===== config.mk =====
export PLATFORM = sky130hd
export DESIGN_NAME = sysreg_core
export DESIGN_NICKNAME = d
export VERILOG_FILES = /design/src/rtl/sysreg_pkg.sv /design/src/rtl/sysreg_core.sv
export SDC_FILE = /design/constraint.sdc
export NUM_CORES = 1
export LEC_CHECK = 0
export BUFFER_PORTS_ARGS = -buffer_cell sky130_fd_sc_hd__buf_2
export CAP_MARGIN = 20
export CORE_AREA = 2 2 130 132
export DETAILED_ROUTE_END_ITERATION = 10
export DIE_AREA = 0 0 132 134
export PLACE_DENSITY = 0.76
export SLEW_MARGIN = 30
export SYNTH_ARGS = -nofsm -noshare
export SYNTH_HDL_FRONTEND = slang
export SYNTH_SLANG_ARGS = --single-unit

===== constraint.sdc =====
create_clock -name CLK -period 5.7 [get_ports CLK]
set_clock_uncertainty 0.15 [all_clocks]
set_input_delay 0.285 -clock CLK [delete_from_list [all_inputs] [get_ports CLK]]
set_output_delay 0.285 -clock CLK [all_outputs]
set_load 0.05 [all_outputs]

===== src/rtl/sysreg_pkg.sv =====
// package: offsets, field layouts, reset values and carrier types of the system register block
package sysreg_pkg;

  // ---------------------------------------------------------------
  // register indices; byte address is the index times four
  // ---------------------------------------------------------------
  localparam logic [7:0] IDX_CENTRAL_IRQ_CONTROL = 8'h00e6;
  localparam logic [7:0] IDX_CPU_STATUS_FLAGS = 8'h00e7;
  localparam logic [7:0] IDX_WORK_POINTER_LOW = 8'h00e8;
  localparam logic [7:0] IDX_WORK_POINTER_HIGH = 8'h00e9;
  localparam logic [7:0] IDX_NESTED_LEVEL_STORE = 8'h00f0;
  localparam logic [9:0] ADDR_CENTRAL_IRQ_CONTROL = {IDX_CENTRAL_IRQ_CONTROL, 2'b00};
  localparam logic [9:0] ADDR_CPU_STATUS_FLAGS = {IDX_CPU_STATUS_FLAGS, 2'b00};
  localparam logic [9:0] ADDR_WORK_POINTER_LOW = {IDX_WORK_POINTER_LOW, 2'b00};
  localparam logic [9:0] ADDR_WORK_POINTER_HIGH = {IDX_WORK_POINTER_HIGH, 2'b00};
  localparam logic [9:0] ADDR_NESTED_LEVEL_STORE = {IDX_NESTED_LEVEL_STORE, 2'b00};

  // ---------------------------------------------------------------
  // reset values
  // ---------------------------------------------------------------
  localparam logic [7:0] RST_CENTRAL_IRQ_CONTROL = 8'h0087;
  localparam logic [7:0] RST_CPU_STATUS_FLAGS = 8'h0000;
  localparam logic [7:0] RST_WORK_POINTER = 8'h0000;
  localparam logic [7:0] RST_NESTED_LEVEL_STORE = 8'h0000;

  // ---------------------------------------------------------------
  // field positions
  // ---------------------------------------------------------------
  localparam int CIC_GATE = 7;
  localparam int CIC_TOP_PEND = 6;
  localparam int CIC_TOP_SEL = 5;
  localparam int CIC_GLOBAL_ON = 4;
  localparam int CIC_ARB = 3;
  localparam int FLG_CARRY = 7;
  localparam int FLG_ZERO = 6;
  localparam int FLG_SIGN = 5;
  localparam int FLG_OVF = 4;
  localparam int FLG_BCD = 3;
  localparam int FLG_HALF = 2;
  localparam int FLG_RSVD = 1;
  localparam int FLG_AREA = 0;
  localparam int PTR_MODE = 2;
  localparam int FLAG_STACK_DEPTH = 7;

  // ---------------------------------------------------------------
  // carrier types
  // ---------------------------------------------------------------
  typedef enum logic [2:0] {
    CARRY_KEEP = 3'b001,
    CARRY_SET = 3'b010,
    CARRY_CPL = 3'b100
  } carry_op_t;

  // alu result presented by the execution unit, one-cycle strobe
  typedef struct packed {
    logic valid;
    logic word;
    logic [15:0] result;
    logic carry;
    logic half;
    logic overflow;
    logic is_sub;
    logic bcd_kind;
  } alu_update_t;

  // instruction strobes from the execution unit
  typedef struct packed {
    logic irq_ack;
    logic [2:0] ack_level;
    logic irq_return;
    logic ei;
    logic di;
    logic scf;
    logic rcf;
    logic ccf;
    logic sdm;
    logic spm;
    logic srp;
    logic set_twin_window_low;
    logic set_twin_window_high;
    logic [4:0] block;
  } cpu_cmd_t;

endpackage : sysreg_pkg


===== src/rtl/sysreg_core.sv =====
// system registers: interrupt control, status flags, working-register pointers, AXI4-Lite slave
`timescale 1ns/1ns

// How it works
// [RQ1] interrupt control register resets to 87h: timer gate set, lowest priority
// [RQ2] timer counts only when gate bit and the timer's own enable are both set
// [RQ3] top pending bit set by hardware request or by software writing one
// [RQ4] mask select 0: top ack by mask bit only; 1: also needs global on
// [RQ5] global on cleared by ack, set by return and ei, cleared by di
// [RQ6] global on low blocks every source except the top interrupt
// [RQ7] software writes global on only with nothing pending, after di
// [RQ8] arbitration bit changes only by software write: 0 concurrent, 1 nested
// [RQ9] priority field 000 highest, 111 lowest, written by hardware or software
// [RQ10] priority decides pend or preempt; preempted level saved in level store
// [RQ11] flags reset to 00h, pushed on entry, restored on return, seven deep
// [RQ12] carry from bit 7 or 15; set, clear, complement instructions
// [RQ13] zero flag set when result is zero
// [RQ14] sign flag copies bit 7 or bit 15 of the result
// [RQ15] overflow set on two's-complement range error
// [RQ16] bcd kind flag records add or subtract for decimal adjust
// [RQ17] half carry captures carry out of or borrow into bit 3
// [RQ18] flag bit 1 kept 0; area flag set by sdm, cleared by spm
// [RQ19] register file seen as 32 blocks of eight; one or two windows
// [RQ20] srp selects single mode; set_twin_window_low and set_twin_window_high select twin mode and their block
// [RQ21] single mode rounds odd block down to even
// [RQ22] twin mode: r0-r7 via low pointer, r8-r15 via high pointer
// [RQ23] pointer holds block in 7:3, mode bit 2, bits 1:0 zero
// [RQ24] file address is block times eight plus offset in block
module sysreg_core
  import sysreg_pkg::*;
#(
  parameter int ADDR_W = 10
) (
  input wire logic CLK,
  input wire logic RST_N,
  input wire logic [ADDR_W-1:0] AWADDR,
  input wire logic AWVALID,
  output logic AWREADY,
  input wire logic [31:0] WDATA,
  input wire logic [3:0] WSTRB,
  input wire logic WVALID,
  output logic WREADY,
  output logic [1:0] BRESP,
  output logic BVALID,
  input wire logic BREADY,
  input wire logic [ADDR_W-1:0] ARADDR,
  input wire logic ARVALID,
  output logic ARREADY,
  output logic [31:0] RDATA,
  output logic [1:0] RRESP,
  output logic RVALID,
  input wire logic RREADY,
  input wire cpu_cmd_t CMD,
  input wire alu_update_t ALU,
  input wire logic TOP_IRQ_REQ,
  input wire logic [7:0] IRQ_REQ,
  input wire logic [2:0] IRQ_REQ_LEVEL,
  input wire logic TOP_IRQ_NONMASK_BIT,
  input wire logic [3:0] TIMER_COUNT_ENABLE,
  input wire logic [3:0] WORK_REG,
  output logic [3:0] TIMER_RUN,
  output logic TOP_IRQ_TAKE,
  output logic IRQ_TAKE,
  output logic [7:0] FILE_ADDR,
  output logic [7:0] CENTRAL_IRQ_CONTROL,
  output logic [7:0] CPU_STATUS_FLAGS,
  output logic MEMORY_AREA_SELECT
);

  // ---------------------------------------------------------------
  // state
  // ---------------------------------------------------------------
  typedef struct packed {
    logic [7:0] cic;
    logic [7:0] flags;
    logic [7:0] ptr_low;
    logic [7:0] ptr_high;
    logic [2:0] level_store;
    logic [FLAG_STACK_DEPTH-1:0][7:0] flag_stack;
    logic [2:0] stack_cnt;
    logic aw_held;
    logic [ADDR_W-1:0] aw_addr;
    logic w_held;
    logic [31:0] w_data;
    logic [3:0] w_strb;
    logic bvalid;
    logic [1:0] bresp;
    logic rvalid;
    logic [31:0] rdata;
    logic [1:0] rresp;
  } state_t;

  state_t st;
  state_t next_st;

  localparam state_t ST_RESET = '{
    cic: RST_CENTRAL_IRQ_CONTROL,
    flags: RST_CPU_STATUS_FLAGS,
    ptr_low: RST_WORK_POINTER,
    ptr_high: RST_WORK_POINTER,
    level_store: RST_NESTED_LEVEL_STORE[2:0],
    default: '0
  };

  // ---------------------------------------------------------------
  // combinational helpers
  // ---------------------------------------------------------------
  logic aw_fire;
  logic w_fire;
  logic ar_fire;
  logic do_write;
  logic [ADDR_W-1:0] wr_addr;
  logic [31:0] wr_data;
  logic wr_lane0;
  logic glob_on;
  logic top_pend;
  logic lower_ok;
  logic [15:0] res;
  logic res_zero;
  logic res_sign;
  logic single_mode;
  logic [4:0] block_sel;
  logic [7:0] ptr_wr;

  assign AWREADY = !st.aw_held && !st.bvalid;
  assign WREADY = !st.w_held && !st.bvalid;
  assign ARREADY = !st.rvalid;
  assign aw_fire = AWVALID && AWREADY;
  assign w_fire = WVALID && WREADY;
  assign ar_fire = ARVALID && ARREADY;
  assign wr_addr = st.aw_held ? st.aw_addr : AWADDR;
  assign wr_data = st.w_held ? st.w_data : WDATA;
  assign wr_lane0 = st.w_held ? st.w_strb[0] : WSTRB[0];
  assign do_write = (st.aw_held || aw_fire) && (st.w_held || w_fire);

  assign glob_on = st.cic[CIC_GLOBAL_ON];
  assign top_pend = st.cic[CIC_TOP_PEND];
  // ack only when the mask allows it; mask select adds global on to the condition
  assign TOP_IRQ_TAKE = top_pend && TOP_IRQ_NONMASK_BIT
                        && (!st.cic[CIC_TOP_SEL] || glob_on); // [RQ4]
  // strictly higher priority (lower code) than the running level
  assign lower_ok = IRQ_REQ_LEVEL < st.cic[2:0]; // [RQ9] [RQ10]
  assign IRQ_TAKE = (|IRQ_REQ) && glob_on && lower_ok && !TOP_IRQ_TAKE; // [RQ6]
  assign TIMER_RUN = TIMER_COUNT_ENABLE & {4{st.cic[CIC_GATE]}}; // [RQ2]

  assign res = ALU.word ? ALU.result : {8'h00, ALU.result[7:0]};
  assign res_zero = (res == 16'h0000); // [RQ13]
  assign res_sign = ALU.word ? ALU.result[15] : ALU.result[7]; // [RQ14]

  // working-register address
  assign single_mode = !st.ptr_low[PTR_MODE];
  always_comb begin
    if (single_mode) begin
      block_sel = {st.ptr_low[7:4], WORK_REG[3]}; // [RQ21] [RQ19]
    end else if (WORK_REG[3]) begin
      block_sel = st.ptr_high[7:3]; // [RQ22]
    end else begin
      block_sel = st.ptr_low[7:3]; // [RQ22]
    end
  end
  assign FILE_ADDR = {block_sel, WORK_REG[2:0]}; // [RQ24]

  assign CENTRAL_IRQ_CONTROL = st.cic;
  assign CPU_STATUS_FLAGS = st.flags;
  assign MEMORY_AREA_SELECT = st.flags[FLG_AREA]; // [RQ18]
  assign ptr_wr = {wr_data[7:3], wr_data[2], 2'b00}; // [RQ23]

  // ---------------------------------------------------------------
  // next state
  // ---------------------------------------------------------------
  always_comb begin
    next_st = st;
    // bus channel capture
    if (aw_fire && !do_write) begin
      next_st.aw_held = 1'b1;
      next_st.aw_addr = AWADDR;
    end
    if (w_fire && !do_write) begin
      next_st.w_held = 1'b1;
      next_st.w_data = WDATA;
      next_st.w_strb = WSTRB;
    end
    if (st.bvalid && BREADY) begin
      next_st.bvalid = 1'b0;
    end
    if (st.rvalid && RREADY) begin
      next_st.rvalid = 1'b0;
    end

    // software writes; hardware events below override them
    if (do_write) begin
      next_st.aw_held = 1'b0;
      next_st.w_held = 1'b0;
      next_st.bvalid = 1'b1;
      next_st.bresp = 2'b00;
      if (wr_addr == ADDR_CENTRAL_IRQ_CONTROL) begin
        if (wr_lane0) begin
          // software may set but the pending bit clears only by ack
          next_st.cic = wr_data[7:0];
          next_st.cic[CIC_TOP_PEND] = top_pend || wr_data[CIC_TOP_PEND]; // [RQ3]
          next_st.cic[CIC_ARB] = wr_data[CIC_ARB]; // [RQ8]
          // relies on software having disabled interrupts first
          next_st.cic[CIC_GLOBAL_ON] = wr_data[CIC_GLOBAL_ON]; // [RQ7]
        end
      end else if (wr_addr == ADDR_CPU_STATUS_FLAGS) begin
        if (wr_lane0) begin
          next_st.flags = wr_data[7:0];
          next_st.flags[FLG_RSVD] = 1'b0; // [RQ18]
        end
      end else if (wr_addr == ADDR_WORK_POINTER_LOW) begin
        if (wr_lane0) begin
          next_st.ptr_low = ptr_wr; // [RQ23]
        end
      end else if (wr_addr == ADDR_WORK_POINTER_HIGH) begin
        if (wr_lane0) begin
          next_st.ptr_high = ptr_wr; // [RQ23]
        end
      end else if (wr_addr == ADDR_NESTED_LEVEL_STORE) begin
        if (wr_lane0) begin
          next_st.level_store = wr_data[2:0];
        end
      end else begin
        next_st.bresp = 2'b10;
      end
    end

    // reads
    if (ar_fire) begin
      next_st.rvalid = 1'b1;
      next_st.rresp = 2'b00;
      case (ARADDR)
        ADDR_CENTRAL_IRQ_CONTROL: next_st.rdata = {24'h0000_00, st.cic};
        ADDR_CPU_STATUS_FLAGS: next_st.rdata = {24'h0000_00, st.flags};
        ADDR_WORK_POINTER_LOW: next_st.rdata = {24'h0000_00, st.ptr_low};
        ADDR_WORK_POINTER_HIGH: next_st.rdata = {24'h0000_00, st.ptr_high};
        ADDR_NESTED_LEVEL_STORE: next_st.rdata = {29'h0000_0000, st.level_store};
        default: begin
          next_st.rdata = 32'h0000_0000;
          next_st.rresp = 2'b10;
        end
      endcase
    end

    // hardware request sets the pending bit; set beats any clear
    if (TOP_IRQ_REQ) begin
      next_st.cic[CIC_TOP_PEND] = 1'b1; // [RQ3]
    end

    // interrupt-enable instructions
    if (CMD.ei || CMD.irq_return) begin
      next_st.cic[CIC_GLOBAL_ON] = 1'b1; // [RQ5]
    end
    if (CMD.di) begin
      next_st.cic[CIC_GLOBAL_ON] = 1'b0; // [RQ5]
    end

    // interrupt entry: save level and flags, clear global on
    if (CMD.irq_ack) begin
      next_st.cic[CIC_GLOBAL_ON] = 1'b0; // [RQ5]
      next_st.level_store = st.cic[2:0]; // [RQ10]
      next_st.cic[2:0] = CMD.ack_level; // [RQ9]
      if (TOP_IRQ_TAKE && !TOP_IRQ_REQ) begin
        next_st.cic[CIC_TOP_PEND] = 1'b0;
      end
      // beyond seven levels the newest copy is not saved
      if (st.stack_cnt < 3'(FLAG_STACK_DEPTH)) begin
        next_st.flag_stack[st.stack_cnt] = st.flags; // [RQ11]
        next_st.stack_cnt = st.stack_cnt + 3'd1;
      end
    end else if (CMD.irq_return) begin
      next_st.cic[2:0] = st.level_store; // [RQ10]
      if (st.stack_cnt != 3'd0) begin
        next_st.flags = st.flag_stack[st.stack_cnt - 3'd1]; // [RQ11]
        next_st.stack_cnt = st.stack_cnt - 3'd1;
      end
    end

    // alu results
    if (ALU.valid && !CMD.irq_return) begin
      next_st.flags[FLG_CARRY] = ALU.carry; // [RQ12]
      next_st.flags[FLG_ZERO] = res_zero; // [RQ13]
      next_st.flags[FLG_SIGN] = res_sign; // [RQ14]
      next_st.flags[FLG_OVF] = ALU.overflow; // [RQ15]
      if (ALU.bcd_kind) begin
        next_st.flags[FLG_BCD] = ALU.is_sub; // [RQ16]
        next_st.flags[FLG_HALF] = ALU.half; // [RQ17]
      end
    end

    // carry instructions
    if (CMD.scf) begin
      next_st.flags[FLG_CARRY] = 1'b1; // [RQ12]
    end else if (CMD.rcf) begin
      next_st.flags[FLG_CARRY] = 1'b0; // [RQ12]
    end else if (CMD.ccf) begin
      next_st.flags[FLG_CARRY] = !st.flags[FLG_CARRY]; // [RQ12]
    end

    // memory area
    if (CMD.sdm) begin
      next_st.flags[FLG_AREA] = 1'b1; // [RQ18]
    end else if (CMD.spm) begin
      next_st.flags[FLG_AREA] = 1'b0; // [RQ18]
    end
    next_st.flags[FLG_RSVD] = 1'b0; // [RQ18]

    // set-pointer instructions
    if (CMD.srp) begin
      next_st.ptr_low = {CMD.block, 3'b000}; // [RQ20]
      next_st.ptr_high[PTR_MODE] = 1'b0;
    end
    if (CMD.set_twin_window_low) begin
      next_st.ptr_low = {CMD.block, 3'b100}; // [RQ20]
      next_st.ptr_high[PTR_MODE] = 1'b1;
    end
    if (CMD.set_twin_window_high) begin
      next_st.ptr_high = {CMD.block, 3'b100}; // [RQ20]
      next_st.ptr_low[PTR_MODE] = 1'b1;
    end
  end

  // ---------------------------------------------------------------
  // register
  // ---------------------------------------------------------------
  always_ff @(posedge CLK or negedge RST_N) begin
    if (!RST_N) begin
      st <= ST_RESET; // [RQ1] [RQ11]
    end else begin
      st <= next_st;
    end
  end

  assign BVALID = st.bvalid;
  assign BRESP = st.bresp;
  assign RVALID = st.rvalid;
  assign RDATA = st.rdata;
  assign RRESP = st.rresp;

endmodule : sysreg_core


* Word level (Yosys, flattened, before mapping)
Cells that the tools add are included.
** Word-level totals
- Bits in registers :: 179
- Bits of input ports :: 127
- Output and inout port bits :: 72
- Word-level logic and storage cells :: 200
** Operators by class
- Add/sub/neg operators :: 2
- Magnitude comparators :: 5
- Equal/unequal tests :: 23
- Mux-type cells :: 69
- Bitwise logic cells :: 1
- Reduce and logical (&&, ||, !) cells :: 72
** Operator list (count)
- $mux W59 :: 2
- $mux W8 :: 13
- $eq A10 B10 Y1 const B :: 10
- $bwmux W56 :: 1
- $pmux W8 S5 :: 1
- $mux W37 :: 1
- $mux W35 :: 1
- $mux W34 :: 1
- $mux W11 :: 3
- $reduce_bool A4 Y1 :: 7
- $mux W27 :: 1
- $bmux W8 S3 :: 1
- $demux W8 S3 :: 1
- $mux W3 :: 8
- $reduce_bool A2 Y1 :: 12
- $reduce_bool A3 Y1 :: 7
- $mux W1 :: 20
- $mux W19 :: 1
- $logic_and A1 B1 Y1 :: 18
- $logic_not A16 Y1 :: 1
- $mux W16 :: 1
- $mux W2 :: 7
- $mux W7 :: 2
- $ne A2 B2 Y1 const B :: 7
- 22 further kinds :: 45

* Longest topological paths before layout
- Depth in word-level cells :: 16
- Gate-level depth with buffers :: 10
- Gate-level depth less buffers :: 7

* Least setup slack after synthesis
No wires, ideal clock.
- Path kind :: reg2out
- Start point :: reg st, in the netlist CENTRAL_IRQ_CONTROL[1]
- End point :: out IRQ_TAKE
- Arrival time :: 2.243 ns
- Required time :: 5.265 ns
- Path slack :: 3.022 ns
- Cell stages (with the launch flop) :: 5
- Cell sequence :: dfstp_2 > inv_1 > ha_1 > a21o_1 > a221oi_1
** On the way
- Longest elaborated chain between the ends :: 3
** Ends and longest elaborated chain
- start, declared :: RTL line sysreg_core.sv:93 : state_t st;
- start signal, assigned :: RTL line sysreg_core.sv:329 : st <= next_st;
- $lt A3 B3 Y1 :: RTL line sysreg_core.sv:142 : assign lower_ok = IRQ_REQ_LEVEL < st.cic[2:0];
- $logic_and A1 B1 Y1 (2 in series) :: RTL line sysreg_core.sv:143 : assign IRQ_TAKE = (|IRQ_REQ) && glob_on && lower_ok && !TOP_IRQ_TAKE;
- end, declared :: RTL line sysreg_core.sv:63 : output logic IRQ_TAKE,
Every way passes these cells.

==> results.ini <==
[status]
status = finished, final reports clean

[floorplanning]
die_h_microns = 134
pin_count = 199
die_w_microns = 132
coreArea_sq_um = 16300
rows = 47
dieArea_sq_um = 17700
initial_core_util_pct = 39.6

[detailed_routing]
drtAntennaViolNets = 0
wl_met3_microns = 1010
detail_route.wl_per_cell_microns = 17.4
wirelength_microns = 16500
route.met2.wl_microns = 7880
drt-pass1-iter-count = 5
vias = 5088
first_iter_violations = 392
vias_per_cell = 5.36
highest_layer = met4
wl_met1_microns = 7300
drc = 0

[clocking]
cts_buffers = 17
clock_sinks = 115
clkTransAtPathRegs_ps = 50
cts_resized = 0
clockBufferDepth = 2
cts_tree = built
cts_htree_levels = 4
postCtsSetupRepairBufs = 0
root_buffer = clkbuf_16
cts_hold_buf = 27
clock_latency_ps = 410

[power]
p_per_area_nw_per_um2 = 470
p_seq_share_pct = 38.2
irDropWorstVdd_mv = 0.380
intPower_mw = 2.32
switching_share_pct = 37.3
p_leak_nw = 3.57
p_clk_share_pct = 25.7
comb_power_share_pct = 36.2
p_switching_mw = 1.38

[placed_design]
globalplace.congestion = 0.820
dp_hpwl_microns = 11700
io_buffers = 138
post-place-ws_ps = 2320

[setup_path]
worstPathArrival_ps = 3770
crit_type = reg2reg
critPathCaptureType = register
crit_required_ps = 5890
cp-start-kind = register
crit_fanout = 21

[timing]
setup_slack_ps = 2120
finalSetupViolCount = 0
slew_violations = 0
rsz0062_at_grt = no
max_slew_margin_pct = 34.2
hold_viol = 0
timing.final.crit_share_pct = 62.8
worstMarginPinSlew_ps = 979
fin_setup_tns_ps = 0
timing.fmax_mhz = 279
min_period_ps = 3580

[finish]
mostFrequentLayoutCells = 137 x buf_2, 110 x dfrtp_1, 85 x mux2_2
layout-drive-gt1-share_pct = 38.7
fin_util_pct = 48.4
fin_nets = 849
areaGrowthSynthToFinish_pct = 22.2
mostFrequentLayoutCell = buf_2

[logic_synthesis]
synthesis.area_sq_um = 6450
synth_top_flop_cell = dfrtp_1
synth_cell_types = 61
syn_area_per_cell_sq_um = 11.0
ys_ff_latch = 115
synth_edf_count = 0
syn_inst = 585
yosys_warnings = 0
synthArstFlopShare_pct = 100
seq_area_frac_synth_pct = 44.7

[global_route]
gr-total-overflow = 0
grt_pass1_vias = 4983
grt_pass1_wl_microns = 26200
grt_usage_pct = 18.9
grt_max_degree = 75
antenna_found_initial = 1

[worst_hold_path]
min_path_type = in2reg

[job]
drv_cap = 0

## layout make-up
type | count | area [sq um]
Clock buffer | 26 | 509
Sequential cell | 115 | 2880
Inverter | 17 | 63.8
Tap cell | 220 | 275
Fill cell | 1496 | 8410
Antenna cell | 1 | 2.50
Clock inverter | 5 | 25.0
Multi-Input combinational cell | 398 | 3130
Timing Repair Buffer | 168 | 990
## critical path, cell delays in order, from the launching register on
cell           delay, ps
dfrtp_2              690
inv_1                190
ha_1                 610
nor2b_1              510
a22oi_1              200
a2111oi_0            450
nor2_1                70
o31ai_1               70
dlygate4sd3_1        580
## stage by stage
stage	std cells	total power, mW	hold WS [ps]	cell area [sq um]
6_report	950	3.70	13.3	7880
3_5_place_dp	891	2.72	158	7040
4_1_cts	949	3.69	0.481	7850
5_1_grt	950	3.91	3.45	7880
2_1_floorplan	611	2.42	-161	6550
3_3_place_gp	891	2.67	152	7020
## power groups by stage
stage	clock (mW)	sequential [mW]	combinational [mW]
final	0.951	1.41	1.34
after global routing	1.01	1.46	1.44
after CTS	0.962	1.41	1.33
after detailed placement	0	1.41	1.30
after global placement	0	1.40	1.27
after floorplan	0	1.27	1.15
## kinds of logic (layout without fill, tap and decap cells)
logic type	count (synthesis)	count (layout)	share of synthesized area (%)
DFF	115	115	44.7
and+or+nand+nor	141	141	12.6
muxes	109	109	19.9
AOI/OAI and AO/OA	113	113	12.2
xor gates and xnor gates	3	3	0.407
buffers and inverters	98	216	9.10
adders and majority gates	5	5	0.970
other	1	28	0.0581
## final timing paths
| check | start | endpoint | slack, ps | depth (start not counted) |
|---|---|---|---|---|
| max in group asynchronous | RST_N | RRESP[1] | 4070 | 3 |
| worst min-delay path | CMD[1] | st[152] | 10 | 3 |
| worst max-delay path | st[86] | CPU_STATUS_FLAGS[0] | 2120 | 8 |
| worst min register to register | RDATA[0] | RDATA[0] | 320 | 2 |
| worst max register to register | st[86] | CPU_STATUS_FLAGS[0] | 2120 | 8 |
| min in group asynchronous | RST_N | st[107] | 270 | 2 |
## flip-flops by register name (all words and copies together) (netlist names)
| signal | count |
|---|---|
| CENTRAL_IRQ_CONTROL | 8 |
| st | 88 |
| CPU_STATUS_FLAGS | 7 |
| BVALID | 1 |
| RDATA | 8 |
| RVALID | 1 |
| RRESP | 1 |
| BRESP | 1 |
## cells in the mapped netlist, drive strengths merged (5+ instances only)
cell | number | area share (%)
buf | 62 | 7.0
nand2b | 7 | 0.68
nand2 | 34 | 2.0
a21oi | 23 | 1.8
nand3b | 7 | 0.81
clkbuf | 19 | 1.1
nor3 | 8 | 0.62
nor2 | 23 | 1.3
mux2 | 85 | 15
and2 | 7 | 0.68
dfrtp | 111 | 43
nor4 | 12 | 1.3
mux2i | 17 | 2.6
a22o | 7 | 0.95
ha | 5 | 0.97
o31ai | 7 | 0.81
nor2b | 9 | 0.87
inv | 17 | 0.99
nand3 | 5 | 0.39
a22oi | 30 | 3.5
o21ai | 15 | 1.2
mux4 | 7 | 2.4
or4 | 9 | 1.0
a211oi | 6 | 0.70
## routing by layer
metal	GRT usage (%)	up-vias
li1	-	2368
met5	0	-
met3	3.89	23
met1	25.0	2490
met4	7.67	0
met2	30.4	207
(Power assumes the default switching activity.)
